## config.mk

```make
export PLATFORM = sky130hd
export DESIGN_NAME = srblc_ctrl
export DESIGN_NICKNAME = d
export VERILOG_FILES = /design/src/srblc_ctrl.v
export VERILOG_INCLUDE_DIRS = /design/src
export SDC_FILE = /design/constraint.sdc
export NUM_CORES = 1
export LEC_CHECK = 0
export BUFFER_PORTS_ARGS = -buffer_cell sky130_fd_sc_hd__buf_2
export CAP_MARGIN = 20
export CORE_MARGIN = 3
export CORE_UTILIZATION = 55
export CTS_BUF_LIST = sky130_fd_sc_hd__clkbuf_4
export DETAILED_ROUTE_END_ITERATION = 6
export MAX_ROUTING_LAYER = met4
export PLACE_DENSITY = 0.73
export SLEW_MARGIN = 20
export SYNTH_ARGS = -nofsm -noshare
export SYNTH_HDL_FRONTEND = slang
export SYNTH_SLANG_ARGS = --single-unit
export TNS_END_PERCENT = 100
```

## constraint.sdc

```tcl
create_clock -name i_ref_clk -period 8.8 [get_ports i_ref_clk]
set_clock_uncertainty 0.05 [all_clocks]
set_input_delay 2.64 -clock i_ref_clk [delete_from_list [all_inputs] [get_ports i_ref_clk]]
set_output_delay 2.64 -clock i_ref_clk [all_outputs]
set_load 0.05 [all_outputs]
```

## src/srblc_defines.vh

```
// Constants of the synchronous rectifier blanking and light-load controller
`ifndef SRBLC_DEFINES_VH
`define SRBLC_DEFINES_VH
// Clock period in ns (100 MHz)
`define SRBLC_CLK_NS        10
// Light-load nominal times in us and derived cycle counts
`define SRBLC_LL_70_US      70
`define SRBLC_LL_130_US     130
`define SRBLC_LL_280_US     280
`define SRBLC_LL_540_US     540
`define SRBLC_LL_1075_US    1075
`define SRBLC_US_TO_CYC(u)  ((u) * 1000 / `SRBLC_CLK_NS)
// Light-load select codes
`define SRBLC_SEL_70        3'h0
`define SRBLC_SEL_130       3'h1
`define SRBLC_SEL_280       3'h2
`define SRBLC_SEL_540       3'h3
`define SRBLC_SEL_1075      3'h4
`define SRBLC_SEL_FORCE_DIS 3'h5
`define SRBLC_SEL_LL_OFF    3'h6
// Counter widths
`define SRBLC_TW            16
`define SRBLC_LW            18
`define SRBLC_MW            4
// Default blanking lengths in cycles and wake recovery time
`define SRBLC_MIN_ON_DEF    16'h0032
`define SRBLC_MIN_OFF_DEF   16'h0064
`define SRBLC_WAKE_REC_NS   1000
`define SRBLC_WAKE_REC_CYC  (`SRBLC_WAKE_REC_NS / `SRBLC_CLK_NS)
// Controller states
`define SRBLC_ST_START      3'h0
`define SRBLC_ST_OFFBLANK   3'h1
`define SRBLC_ST_ARMED      3'h2
`define SRBLC_ST_ON         3'h3
`define SRBLC_ST_REARM      3'h4
`define SRBLC_ST_WAITRST    3'h5
`define SRBLC_ST_WAKE       3'h6
`endif

```

## src/srblc_ctrl.v

```verilog
// Synchronous rectifier blanking, exception timer and light-load control
`timescale 1ns/1ps
`default_nettype none
`include "srblc_defines.vh"
////////////////////////////////////////////////////////////////////////////////
module srblc_ctrl
(
   // Clock and reset
   input  wire                   i_ref_clk,
   input  wire                   i_sys_rst,
   // Comparator outputs, high when sense is below / above the threshold
   input  wire                   i_below_turn_on_threshold,
   input  wire                   i_above_turn_off_threshold,
   input  wire                   i_above_blank_reset_threshold,
   input  wire                   i_sense_negative,
   input  wire                   i_steep_fall,
   // Configuration
   input  wire                   i_fast_slope_en,
   input  wire                   i_exception_en,
   input  wire [`SRBLC_MW-1:0]   i_exception_mult,
   input  wire [`SRBLC_TW-1:0]   i_min_on_cycles,
   input  wire [`SRBLC_TW-1:0]   i_min_off_cycles,
   input  wire [2:0]             i_light_load_select,
   // Outputs
   output reg                    o_gate_drive,
   output reg                    o_disable,
   output reg                    o_low_power
);
////////////////////////////////////////////////////////////////////////////////
localparam integer LL_70_I   = `SRBLC_US_TO_CYC(`SRBLC_LL_70_US);
localparam integer LL_130_I  = `SRBLC_US_TO_CYC(`SRBLC_LL_130_US);
localparam integer LL_280_I  = `SRBLC_US_TO_CYC(`SRBLC_LL_280_US);
localparam integer LL_540_I  = `SRBLC_US_TO_CYC(`SRBLC_LL_540_US);
localparam integer LL_1075_I = `SRBLC_US_TO_CYC(`SRBLC_LL_1075_US);
localparam integer WAKE_I    = `SRBLC_WAKE_REC_CYC;
// Counts are worked out as integers, then cut to the counter widths; all fit
localparam [`SRBLC_LW-1:0] LL_70    = LL_70_I[`SRBLC_LW-1:0];
localparam [`SRBLC_LW-1:0] LL_130   = LL_130_I[`SRBLC_LW-1:0];
localparam [`SRBLC_LW-1:0] LL_280   = LL_280_I[`SRBLC_LW-1:0];
localparam [`SRBLC_LW-1:0] LL_540   = LL_540_I[`SRBLC_LW-1:0];
localparam [`SRBLC_LW-1:0] LL_1075  = LL_1075_I[`SRBLC_LW-1:0];
localparam [`SRBLC_TW-1:0] WAKE_CYC = WAKE_I[`SRBLC_TW-1:0];
localparam [`SRBLC_TW-1:0] ONE_T    = 16'h0001;

// Two-flop synchronisers for all comparator inputs
reg  [4:0] sync1_q;
reg  [4:0] sync2_q;
reg        neg_prev_q;
always @(posedge i_ref_clk or posedge i_sys_rst)
begin
   if (i_sys_rst)
   begin
      sync1_q    <= 5'h00;
      sync2_q    <= 5'h00;
      neg_prev_q <= 1'b0;
   end
   else
   begin
      sync1_q    <= {i_steep_fall, i_sense_negative, i_above_blank_reset_threshold,
                     i_above_turn_off_threshold, i_below_turn_on_threshold};
      sync2_q    <= sync1_q;
      neg_prev_q <= sync2_q[3];
   end
end
wire on_cmp  = sync2_q[0];
wire off_cmp = sync2_q[1];
wire rst_cmp = sync2_q[2];
wire neg_s   = sync2_q[3];
wire steep_s = sync2_q[4];
wire neg_fall_edge = neg_s & ~neg_prev_q;
wire pos_edge      = ~neg_s & neg_prev_q;

// Fast slope wins if both options are asked
wire exc_active  = i_exception_en & ~i_fast_slope_en;
wire fast_active = i_fast_slope_en;

// Exception length is mult x min on time
wire [`SRBLC_TW+`SRBLC_MW-1:0] exc_len = i_min_on_cycles * i_exception_mult;

////////////////////////////////////////////////////////////////////////////////
// Light-load nominal length selection
reg  [`SRBLC_LW-1:0] ll_nom;
always @*
begin
   case (i_light_load_select)
      `SRBLC_SEL_70:   ll_nom = LL_70;
      `SRBLC_SEL_130:  ll_nom = LL_130;
      `SRBLC_SEL_280:  ll_nom = LL_280;
      `SRBLC_SEL_540:  ll_nom = LL_540;
      default:         ll_nom = LL_1075;
   endcase
end
wire ll_off   = (i_light_load_select == `SRBLC_SEL_LL_OFF);
wire ll_force = (i_light_load_select == `SRBLC_SEL_FORCE_DIS);

////////////////////////////////////////////////////////////////////////////////
// State machine and timers
reg  [2:0]                      st_q;
reg  [`SRBLC_TW-1:0]            blank_q;
reg  [`SRBLC_TW+`SRBLC_MW-1:0]  exc_q;
reg                             exc_run_q;
reg  [`SRBLC_LW-1:0]            ll_q;
reg                             ll_half_q;
reg                             ll_run_q;
wire [`SRBLC_LW-1:0] ll_limit = ll_half_q ? {1'b0, ll_nom[`SRBLC_LW-1:1]} : ll_nom;
wire ll_expire = ll_run_q & ~ll_off & (ll_q >= ll_limit);

always @(posedge i_ref_clk or posedge i_sys_rst)
begin
   if (i_sys_rst)
   begin
      st_q         <= `SRBLC_ST_START;
      blank_q      <= 16'h0000;
      exc_q        <= 20'h00000;
      exc_run_q    <= 1'b0;
      ll_q         <= 18'h00000;
      ll_half_q    <= 1'b0;
      ll_run_q     <= 1'b0;
      o_gate_drive <= 1'b0;
      o_disable    <= 1'b0;
      o_low_power  <= 1'b0;
   end
   else
   begin
      // Exception timer counts down while running
      if (exc_q != 20'h00000)
         exc_q <= exc_q - 20'h00001;
      else
         exc_run_q <= 1'b0;
      // Light-load timer
      if (ll_off)
      begin
         ll_run_q  <= 1'b0;
         ll_q      <= 18'h00000;
         ll_half_q <= 1'b0;
      end
      else if (neg_fall_edge)
      begin
         // Conduction starts: judge spacing against nominal
         if (ll_run_q && ll_q >= {2'b00, ll_nom[`SRBLC_LW-1:2]}
             && ll_q < {1'b0, ll_nom[`SRBLC_LW-1:1]})
            ll_half_q <= 1'b0;
         ll_q     <= 18'h00000;
         ll_run_q <= 1'b0;
      end
      else if (pos_edge)
      begin
         ll_q     <= 18'h00000;
         ll_run_q <= 1'b1;
      end
      else if (ll_expire)
      begin
         ll_q      <= 18'h00000;
         ll_half_q <= 1'b1;
         ll_run_q  <= 1'b0;
         o_disable <= 1'b1;
      end
      else if (ll_run_q && !neg_s)
         ll_q <= ll_q + 18'h00001;
      if (ll_force)
         o_disable <= 1'b1;
      // Disable forces the driver off and parks the sequencer
      if ((ll_expire && !neg_fall_edge) || ll_force || (o_disable && !neg_fall_edge))
      begin
         o_gate_drive <= 1'b0;
         o_low_power  <= 1'b1;
         st_q         <= `SRBLC_ST_START;
      end
      else if (o_disable && neg_fall_edge && !ll_force)
      begin
         // Wake on conduction start
         o_disable   <= 1'b0;
         o_low_power <= 1'b0;
         blank_q     <= WAKE_CYC;
         st_q        <= `SRBLC_ST_WAKE;
      end
      else
      begin
         case (st_q)
            `SRBLC_ST_START:
            begin
               o_gate_drive <= 1'b0;
               blank_q      <= i_min_off_cycles;
               if (rst_cmp)
                  st_q <= `SRBLC_ST_OFFBLANK;
            end
            `SRBLC_ST_WAKE:
            begin
               if (blank_q > ONE_T)
                  blank_q <= blank_q - ONE_T;
               else
                  st_q <= `SRBLC_ST_START;
            end
            `SRBLC_ST_OFFBLANK:
            begin
               // Dips restart the blank so ringing cannot arm, except a steep fall with fast slope on
               if (fast_active && steep_s)
                  st_q <= `SRBLC_ST_ARMED;
               else if (!rst_cmp)
                  blank_q <= i_min_off_cycles;
               else if (blank_q > ONE_T)
                  blank_q <= blank_q - ONE_T;
               else
                  st_q <= `SRBLC_ST_ARMED;
            end
            `SRBLC_ST_ARMED:
            begin
               if (on_cmp)
               begin
                  o_gate_drive <= 1'b1;
                  exc_q        <= exc_active ? exc_len : 20'h00000;
                  exc_run_q    <= exc_active;
                  blank_q      <= i_min_on_cycles;
                  st_q         <= `SRBLC_ST_ON;
               end
            end
            `SRBLC_ST_ON:
            begin
               if (blank_q > ONE_T)
                  blank_q <= blank_q - ONE_T;
               else if (off_cmp)
               begin
                  o_gate_drive <= 1'b0;
                  blank_q      <= i_min_on_cycles;
                  if (exc_run_q && exc_q != 20'h00000)
                     st_q <= `SRBLC_ST_REARM;
                  else
                     st_q <= `SRBLC_ST_WAITRST;
               end
            end
            `SRBLC_ST_REARM:
            begin
               // Turn-on comparator masked here until the min on blank runs out, to avoid chatter
               if (blank_q > ONE_T)
                  blank_q <= blank_q - ONE_T;
               else if (on_cmp && exc_q != 20'h00000)
               begin
                  o_gate_drive <= 1'b1;
                  blank_q      <= i_min_on_cycles;
                  st_q         <= `SRBLC_ST_ON;
               end
               else
                  st_q <= `SRBLC_ST_WAITRST;
            end
            `SRBLC_ST_WAITRST:
            begin
               blank_q <= i_min_off_cycles;
               if (rst_cmp)
                  st_q <= `SRBLC_ST_OFFBLANK;
            end
            default:
               st_q <= `SRBLC_ST_START;
         endcase
      end
   end
end
endmodule // srblc_ctrl
`default_nettype wire

```

==> results of run 1 <==
-- critical path: cells and delay by family --
| kind | cells | cell delay (ns) |
|---|---|---|
| compound gates | 7 | 1.16 |
| simple gates | 4 | 1.65 |
| buf+inv | 3 | 0.87 |
| fa+ha+maj | 1 | 0.27 |
-- per-layer routing --
| metal | routed length, um | GRT usage, % |
|---|---|---|
| met1 | 10300 | 41.8 |
| met2 | 9480 | 40.9 |
| met3 | 1640 | 4.51 |
| met4 | 323 | 6.37 |
| met5 | 0 | - |
-- worst min path at each step --
stage               slack, ns                  from  cells after the start                   end
global placement         0.28  sync1_q[0]$_DFF_PP0_                      0  sync2_q[0]$_DFF_PP0_
global route             0.33  sync1_q[3]$_DFF_PP0_                      0  sync2_q[3]$_DFF_PP0_
floorplan                0.28  sync1_q[0]$_DFF_PP0_                      0  sync2_q[0]$_DFF_PP0_
finish                   0.31  sync1_q[3]$_DFF_PP0_                      0  sync2_q[3]$_DFF_PP0_
CTS                      0.32  sync1_q[3]$_DFF_PP0_                      0  sync2_q[3]$_DFF_PP0_
detailed placement       0.29  sync1_q[3]$_DFF_PP0_                      0  sync2_q[3]$_DFF_PP0_
-- flip-flops by register name, indices dropped and copies added (netlist names), 3 cells and up --
register  flops
ll_q         18
sync2_q       5
blank_q      16
sync1_q       5
exc_q        20
st_q          3
-- cells by family (layout without fill, tap and decap cells) --
kind of cell    after synthesis  count (layout)  share of synthesized area, %
other cells                   0               1                             0
xor+xnor                     47              47                          5.15
compound gates              287             287                          23.5
simple gates                373             373                          22.7
flops                        74              74                          23.2
fa+ha+maj                   103             103                          18.7
buf+inv                     113             141                          5.66
mux                           9               9                          1.16
-- power by group through the flow --
stage | Sequential, W | Clock, W | Combinational, W
after floorplan | 0.000532 | 0 | 0.000719
after global placement | 0.000559 | 0 | 0.000903
after detailed placement | 0.000562 | 0 | 0.000912
after CTS | 0.000555 | 0.000231 | 0.000920
after global routing | 0.000574 | 0.000248 | 0.00104
final | 0.000559 | 0.000224 | 0.000932
-- per-stage QoR --
stage	instance area, um^2	utilization, %
floorplan	8000	-
global placement	8320	59.3
detailed placement	8320	59.3
CTS	8470	60.3
global route	8470	60.3
finish	8470	60.3
-- synthesized netlist by cell type, types with 8 or more instances --
cell	number
a22oi_1	10
nor3_1	29
nand2b_1	21
nand4_1	15
and2_1	24
nand3_1	38
a21oi_1	76
xor2_1	19
fa_1	28
a21o_1	12
nor4_1	8
clkbuf_1	29
and3_1	13
xnor2_1	28
inv_1	69
o21ai_0	71
ha_1	75
dfrtp_1	74
nor2_1	66
nand2_1	128
o22ai_1	10
a211oi_1	9
-- layout make-up --
class                           instances  area, um^2
Antenna cell                            1        2.50
Clock buffer                            9        67.6
Clock inverter                          7        76.3
Fill cell                            1296        5570
Inverter                               70         264
Multi-Input combinational cell        819        5690
Sequential cell                        74        1850
Tap cell                              180         225
Timing Repair Buffer                   55         288
==> out/qor.yml, run 1 <==
status:
  run_status: "finished, final reports clean"
critical_path:
  worstReg2RegStart: "ll_half_q$_DFFE_PP0P_"
  cp-endpoint: "exc_q[3]$_DFF_PP0_"
  critPathMaxFanout: 23
  slowest_stage: "or4b_1"
  startpoint_type: "primary input"
  startpoint: "i_light_load_select[2]"
  r2r_end: "exc_q[3]$_DFF_PP0_"
  crit_chain: "buf_2, clkinv_1, nand2_1, nand2_1, o21ai_0, ha_1, a211o_1, o211ai_1, a41oi_1, a22oi_2, buf_4, o211ai_2, or4b_1, or3_1, o21ai_1"
  crit_arrival_ns: 6.62
  crit_required_ns: 9.16
  reg2reg_setup_slack_ns: 4.61
  critPathMaxStageDelay_ns: 0.87
  path_class: "primary input to flop"
  crit_top_cell: "nand2_1"
  reg2reg_depth: 12
  cp-end-kind: "flop"
clock_network:
  cts_resized: 0
  cts_tree: "done"
  cts_inserted_buffers: 9
  insertion_delay_ns: 0.47
  cts.sink_count: 74
  htreeDepth: 3
  holdBufCountCts: 0
  clock_tree.buffer_depth: 2
  cts_setup_buffers: 0
  clk_pin_slew_ns: 0.15
  cts_root_buf: "clkbuf_4"
pwr:
  comb_power_share_pct: 54.4
  powerDensity_nw_per_um2: 202
  p_sw_w: 0.000813
  swShare_pct: 47.4
  internal_power_w: 0.000901
  p_seq_share_pct: 32.6
  vdd_ir_drop_max_v: 0.000185
  power.leakage_nw: 3.96
  power_w: 0.00171
  clkPwrFrac_pct: 13.0
sta:
  setup_slack_ns: 2.53
  period_share_pct: 71.2
  timing.hold.ws_ns: 0.312
  tightest_slew_ns: 1.03
  tns_ns: 0
  fin_crit_ns: 6.27
  rsz0062_at_grt: "no"
  relSlewSlack_pct: 31.1
  fmax_mhz: 160
  finalSetupViolCount: 0
  maxSlewViolCount: 0
  finalHoldViolCount: 0
yosys:
  yosys_warnings: 0
  async_flop_share_pct: 100
  synth_edf_count: 0
  ys_types: 78
  yosys.area.top_type: "dfrtp_1"
  ys_seq_elements: 74
  avgSynthCellArea_um2: 7.95
  synth_area_um2: 8000
  synth_cells: 1006
  ys.flop_type: "dfrtp_1"
  syn_nets: 1157
  seq_area_frac_synth_pct: 23.2
  synth_area_leaders: "dfrtp_1, ha_1, fa_1"
  yosysTopAreaCellShare_pct: 23.2
flow_run:
  drv_cap: 0
routing:
  wirelength_mm: 21.8
  dr.pass1.iters: 5
  drtAntennaViolNets: 0
  dr_total_vias: 7676
  wl_per_cell_um: 17.9
  drc: 0
  via_per_inst: 6.32
  drt_iter0_markers: 915
floorplanning:
  fp.dieH_um: 127
  initial_core_util_pct: 57.0
  dieArea_um2: 16000
  coreArea_um2: 14000
  dieWidth_um: 127
  ios: 51
  row_count: 43
global_route:
  antenna_found_initial: 1
  grt_usage_pct: 28.3
  grt_pass1_vias: 7154
  grt_first_pass_wirelength_mm: 36.0
  grt_max_degree: 75
  grt-ovfl-total: 0
cells_and_area:
  syn_to_final_growth_pct: 5.88
  nNetsFinal: 1180
  layout.cells.non_filler: 1215
  drive_gt1_share_pct: 8.12
  final_common_cell: "nand2_1"
  most-common-layout-cells: "nand2_1, a21oi_1, ha_1"
placement:
  post-place-ws_ns: 2.13
  gp_congestion: 0.972
  dpl.cell_count: 1198
  dp_hpwl_mm: 16.4
  io_buffers: 50
hold_path:
  hold_class: "flop to flop"
Power figures use the tool's default switching activity.
==> run 2, diff against run 1 <==
Settings changed: PLACE_DENSITY 0.73 to 0.76.
Clock period 8.8 ns to 5.15 ns, I/O delays scaled along.
==> run 2 against run 1 <==
Compared with the run above: total power grew 69%; via count grew 0.13%; clock power grew 50%; clock-buffer cell count grew 1; final cell count grew 1.3%; die area is the same; hold slack lost 0.0016 ns; critical endpoint is now exc_q[19]$_DFF_PP0_; largest cell class unchanged; highest routed layer unchanged.
==> out/qor.yml, run 2 (synthesis gave the netlist of run 1 again) <==
status:
  run_status: "finished, final reports clean"
cells_and_area:
  nNetsFinal: 1196
  top_regs: "exc_q: 20 flops, ll_q: 18 flops, blank_q: 16 flops"
  regArea_um2: 1850
  n_fill_cell: 1283
  top_register: "exc_q"
  final_common_cell: "nand2_1"
  syn_to_final_growth_pct: 7.37
  most-common-layout-cells: "nand2_1, a21oi_1, ha_1"
  largest_reg_flops: 20
  drive_gt1_share_pct: 9.52
  multi_input_area_um2: 5690
sta:
  fin_crit_ns: 4.76
  tns_ns: 0
  relSlewSlack_pct: 34.2
  tightest_slew_ns: 0.985
  maxSlewViolCount: 0
  period_share_pct: 92.3
  rsz0062_at_grt: "no"
  timing.hold.ws_ns: 0.311
  fmax_mhz: 210
  finalSetupViolCount: 0
  finalHoldViolCount: 0
floorplanning:
  dieArea_um2: 16000
  row_count: 43
  ios: 51
  coreArea_um2: 14000
  dieWidth_um: 127
  fp.dieH_um: 127
  initial_core_util_pct: 57.0
placement:
  dp_hpwl_mm: 16.5
  io_buffers: 50
  gp_congestion: 0.984
clock_network:
  cts.sink_count: 74
  cts_setup_buffers: 0
  clock_tree.buffer_depth: 2
  cts_tree: "done"
  htreeDepth: 3
  cts_resized: 0
  insertion_delay_ns: 0.46
  cts_inserted_buffers: 9
  cts_root_buf: "clkbuf_4"
  clk_pin_slew_ns: 0.13
  holdBufCountCts: 0
global_route:
  antenna_found_initial: 1
  grt-ovfl-total: 0
  grt_pass1_vias: 7124
  grt_usage_pct: 27.8
  grt_first_pass_wirelength_mm: 35.6
  grt_max_degree: 42
routing:
  drt_iter0_markers: 893
  drtAntennaViolNets: 0
  dr.pass1.iters: 6
  wirelength_mm: 21.4
  wl_per_cell_um: 17.4
  drc: 0
  via_per_inst: 6.24
  dr_total_vias: 7686
hold_path:
  hold_depth: 0
  hp-start: "sync1_q[2]$_DFF_PP0_"
  hold_class: "flop to flop"
  hold_end: "sync2_q[2]$_DFF_PP0_"
critical_path:
  crit_arrival_ns: 5.06
  critPathMaxFanout: 10
  startpoint_type: "primary input"
  r2r_end: "exc_q[3]$_DFF_PP0_"
  worstReg2RegStart: "ll_half_q$_DFFE_PP0P_"
  reg2reg_setup_slack_ns: 1.58
  cp-end-kind: "flop"
  reg2reg_depth: 12
  crit_required_ns: 5.45
  path_class: "primary input to flop"
pwr:
  vdd_ir_drop_max_v: 0.000302
  powerDensity_nw_per_um2: 338
  power.leakage_nw: 4.03
flow_run:
  drv_cap: 0
run 2: cell count changes in the layout (fill, tap and decap cells not counted):
cell	delta
buf_12	+2
buf_4	+14
bufinv_16	-1
clkbuf_4	+1
clkinv_2	+1
inv_6	-1
run 2: final cells by class:
cell class,instances,share of cell area (%)
flip-flops and latches,74,21.6
inverters,70,3.07
clock buffers,10,0.874
diodes,1,0.0291
repair buffers,71,5.04
multi-input cells,819,66.3
clock inverters,6,0.495
well taps,180,2.62
run 2: routing by layer:
metal / global-route usage, % / share of wire (%) / wire length, um
met1: 40.7 / 47 / 10000
met2: 41.2 / 45 / 9550
met3: 3.83 / 7.0 / 1500
met4: 6.31 / 1.7 / 354
met5: - / 0 / 0
run 2: per-stage QoR:
step | util (%) | cells | instance area [um^2] | setup slack (ns) | power [W]
CTS | 61.1 | 1230 | 8580 | 0.488 | 0.00288
finish | 61.2 | 1231 | 8590 | 0.394 | 0.00290
global placement | 60.3 | 1214 | 8470 | 0.0611 | 0.00250
detailed placement | 60.3 | 1214 | 8470 | -0.0209 | 0.00254
global route | 61.2 | 1231 | 8590 | 0.193 | 0.00315
floorplan | - | 1006 | 8000 | 0.208 | 0.00214
run 2: worst max-delay path, stage by stage:
cell and delay, ns:
buf_2 0.22, nand2_1 0.10, fa_1 0.47, fa_1 0.60
inv_1 0.06, ha_1 0.29, a211oi_1 0.10, o211ai_1 0.25
a21oi_1 0.12, o21ai_0 0.31, a21oi_1 0.12, a2111oi_0 0.53
mux2i_1 0.24, a22oi_1 0.10
run 2: worst max-delay path by stage:
stage	startpoint	end	slack, ns	cells after the start
finish	i_exception_mult[1]	exc_q[19]$_DFF_PP0_	0.39	14
global route	i_exception_mult[3]	exc_q[17]$_DFF_PP0_	0.19	14
CTS	i_exception_mult[1]	exc_q[19]$_DFF_PP0_	0.49	14
detailed placement	i_exception_mult[1]	exc_q[19]$_DFF_PP0_	-0.02	14
global placement	i_exception_mult[1]	exc_q[19]$_DFF_PP0_	0.06	14
floorplan	i_exception_mult[3]	exc_q[19]$_DFF_PP0_	0.21	14
run 2: power breakdown:
group / switching, W / internal (W)
Sequential: 0.000219 / 0.000743
Combinational: 0.000933 / 0.000669
Clock: 0.000230 / 0.000105
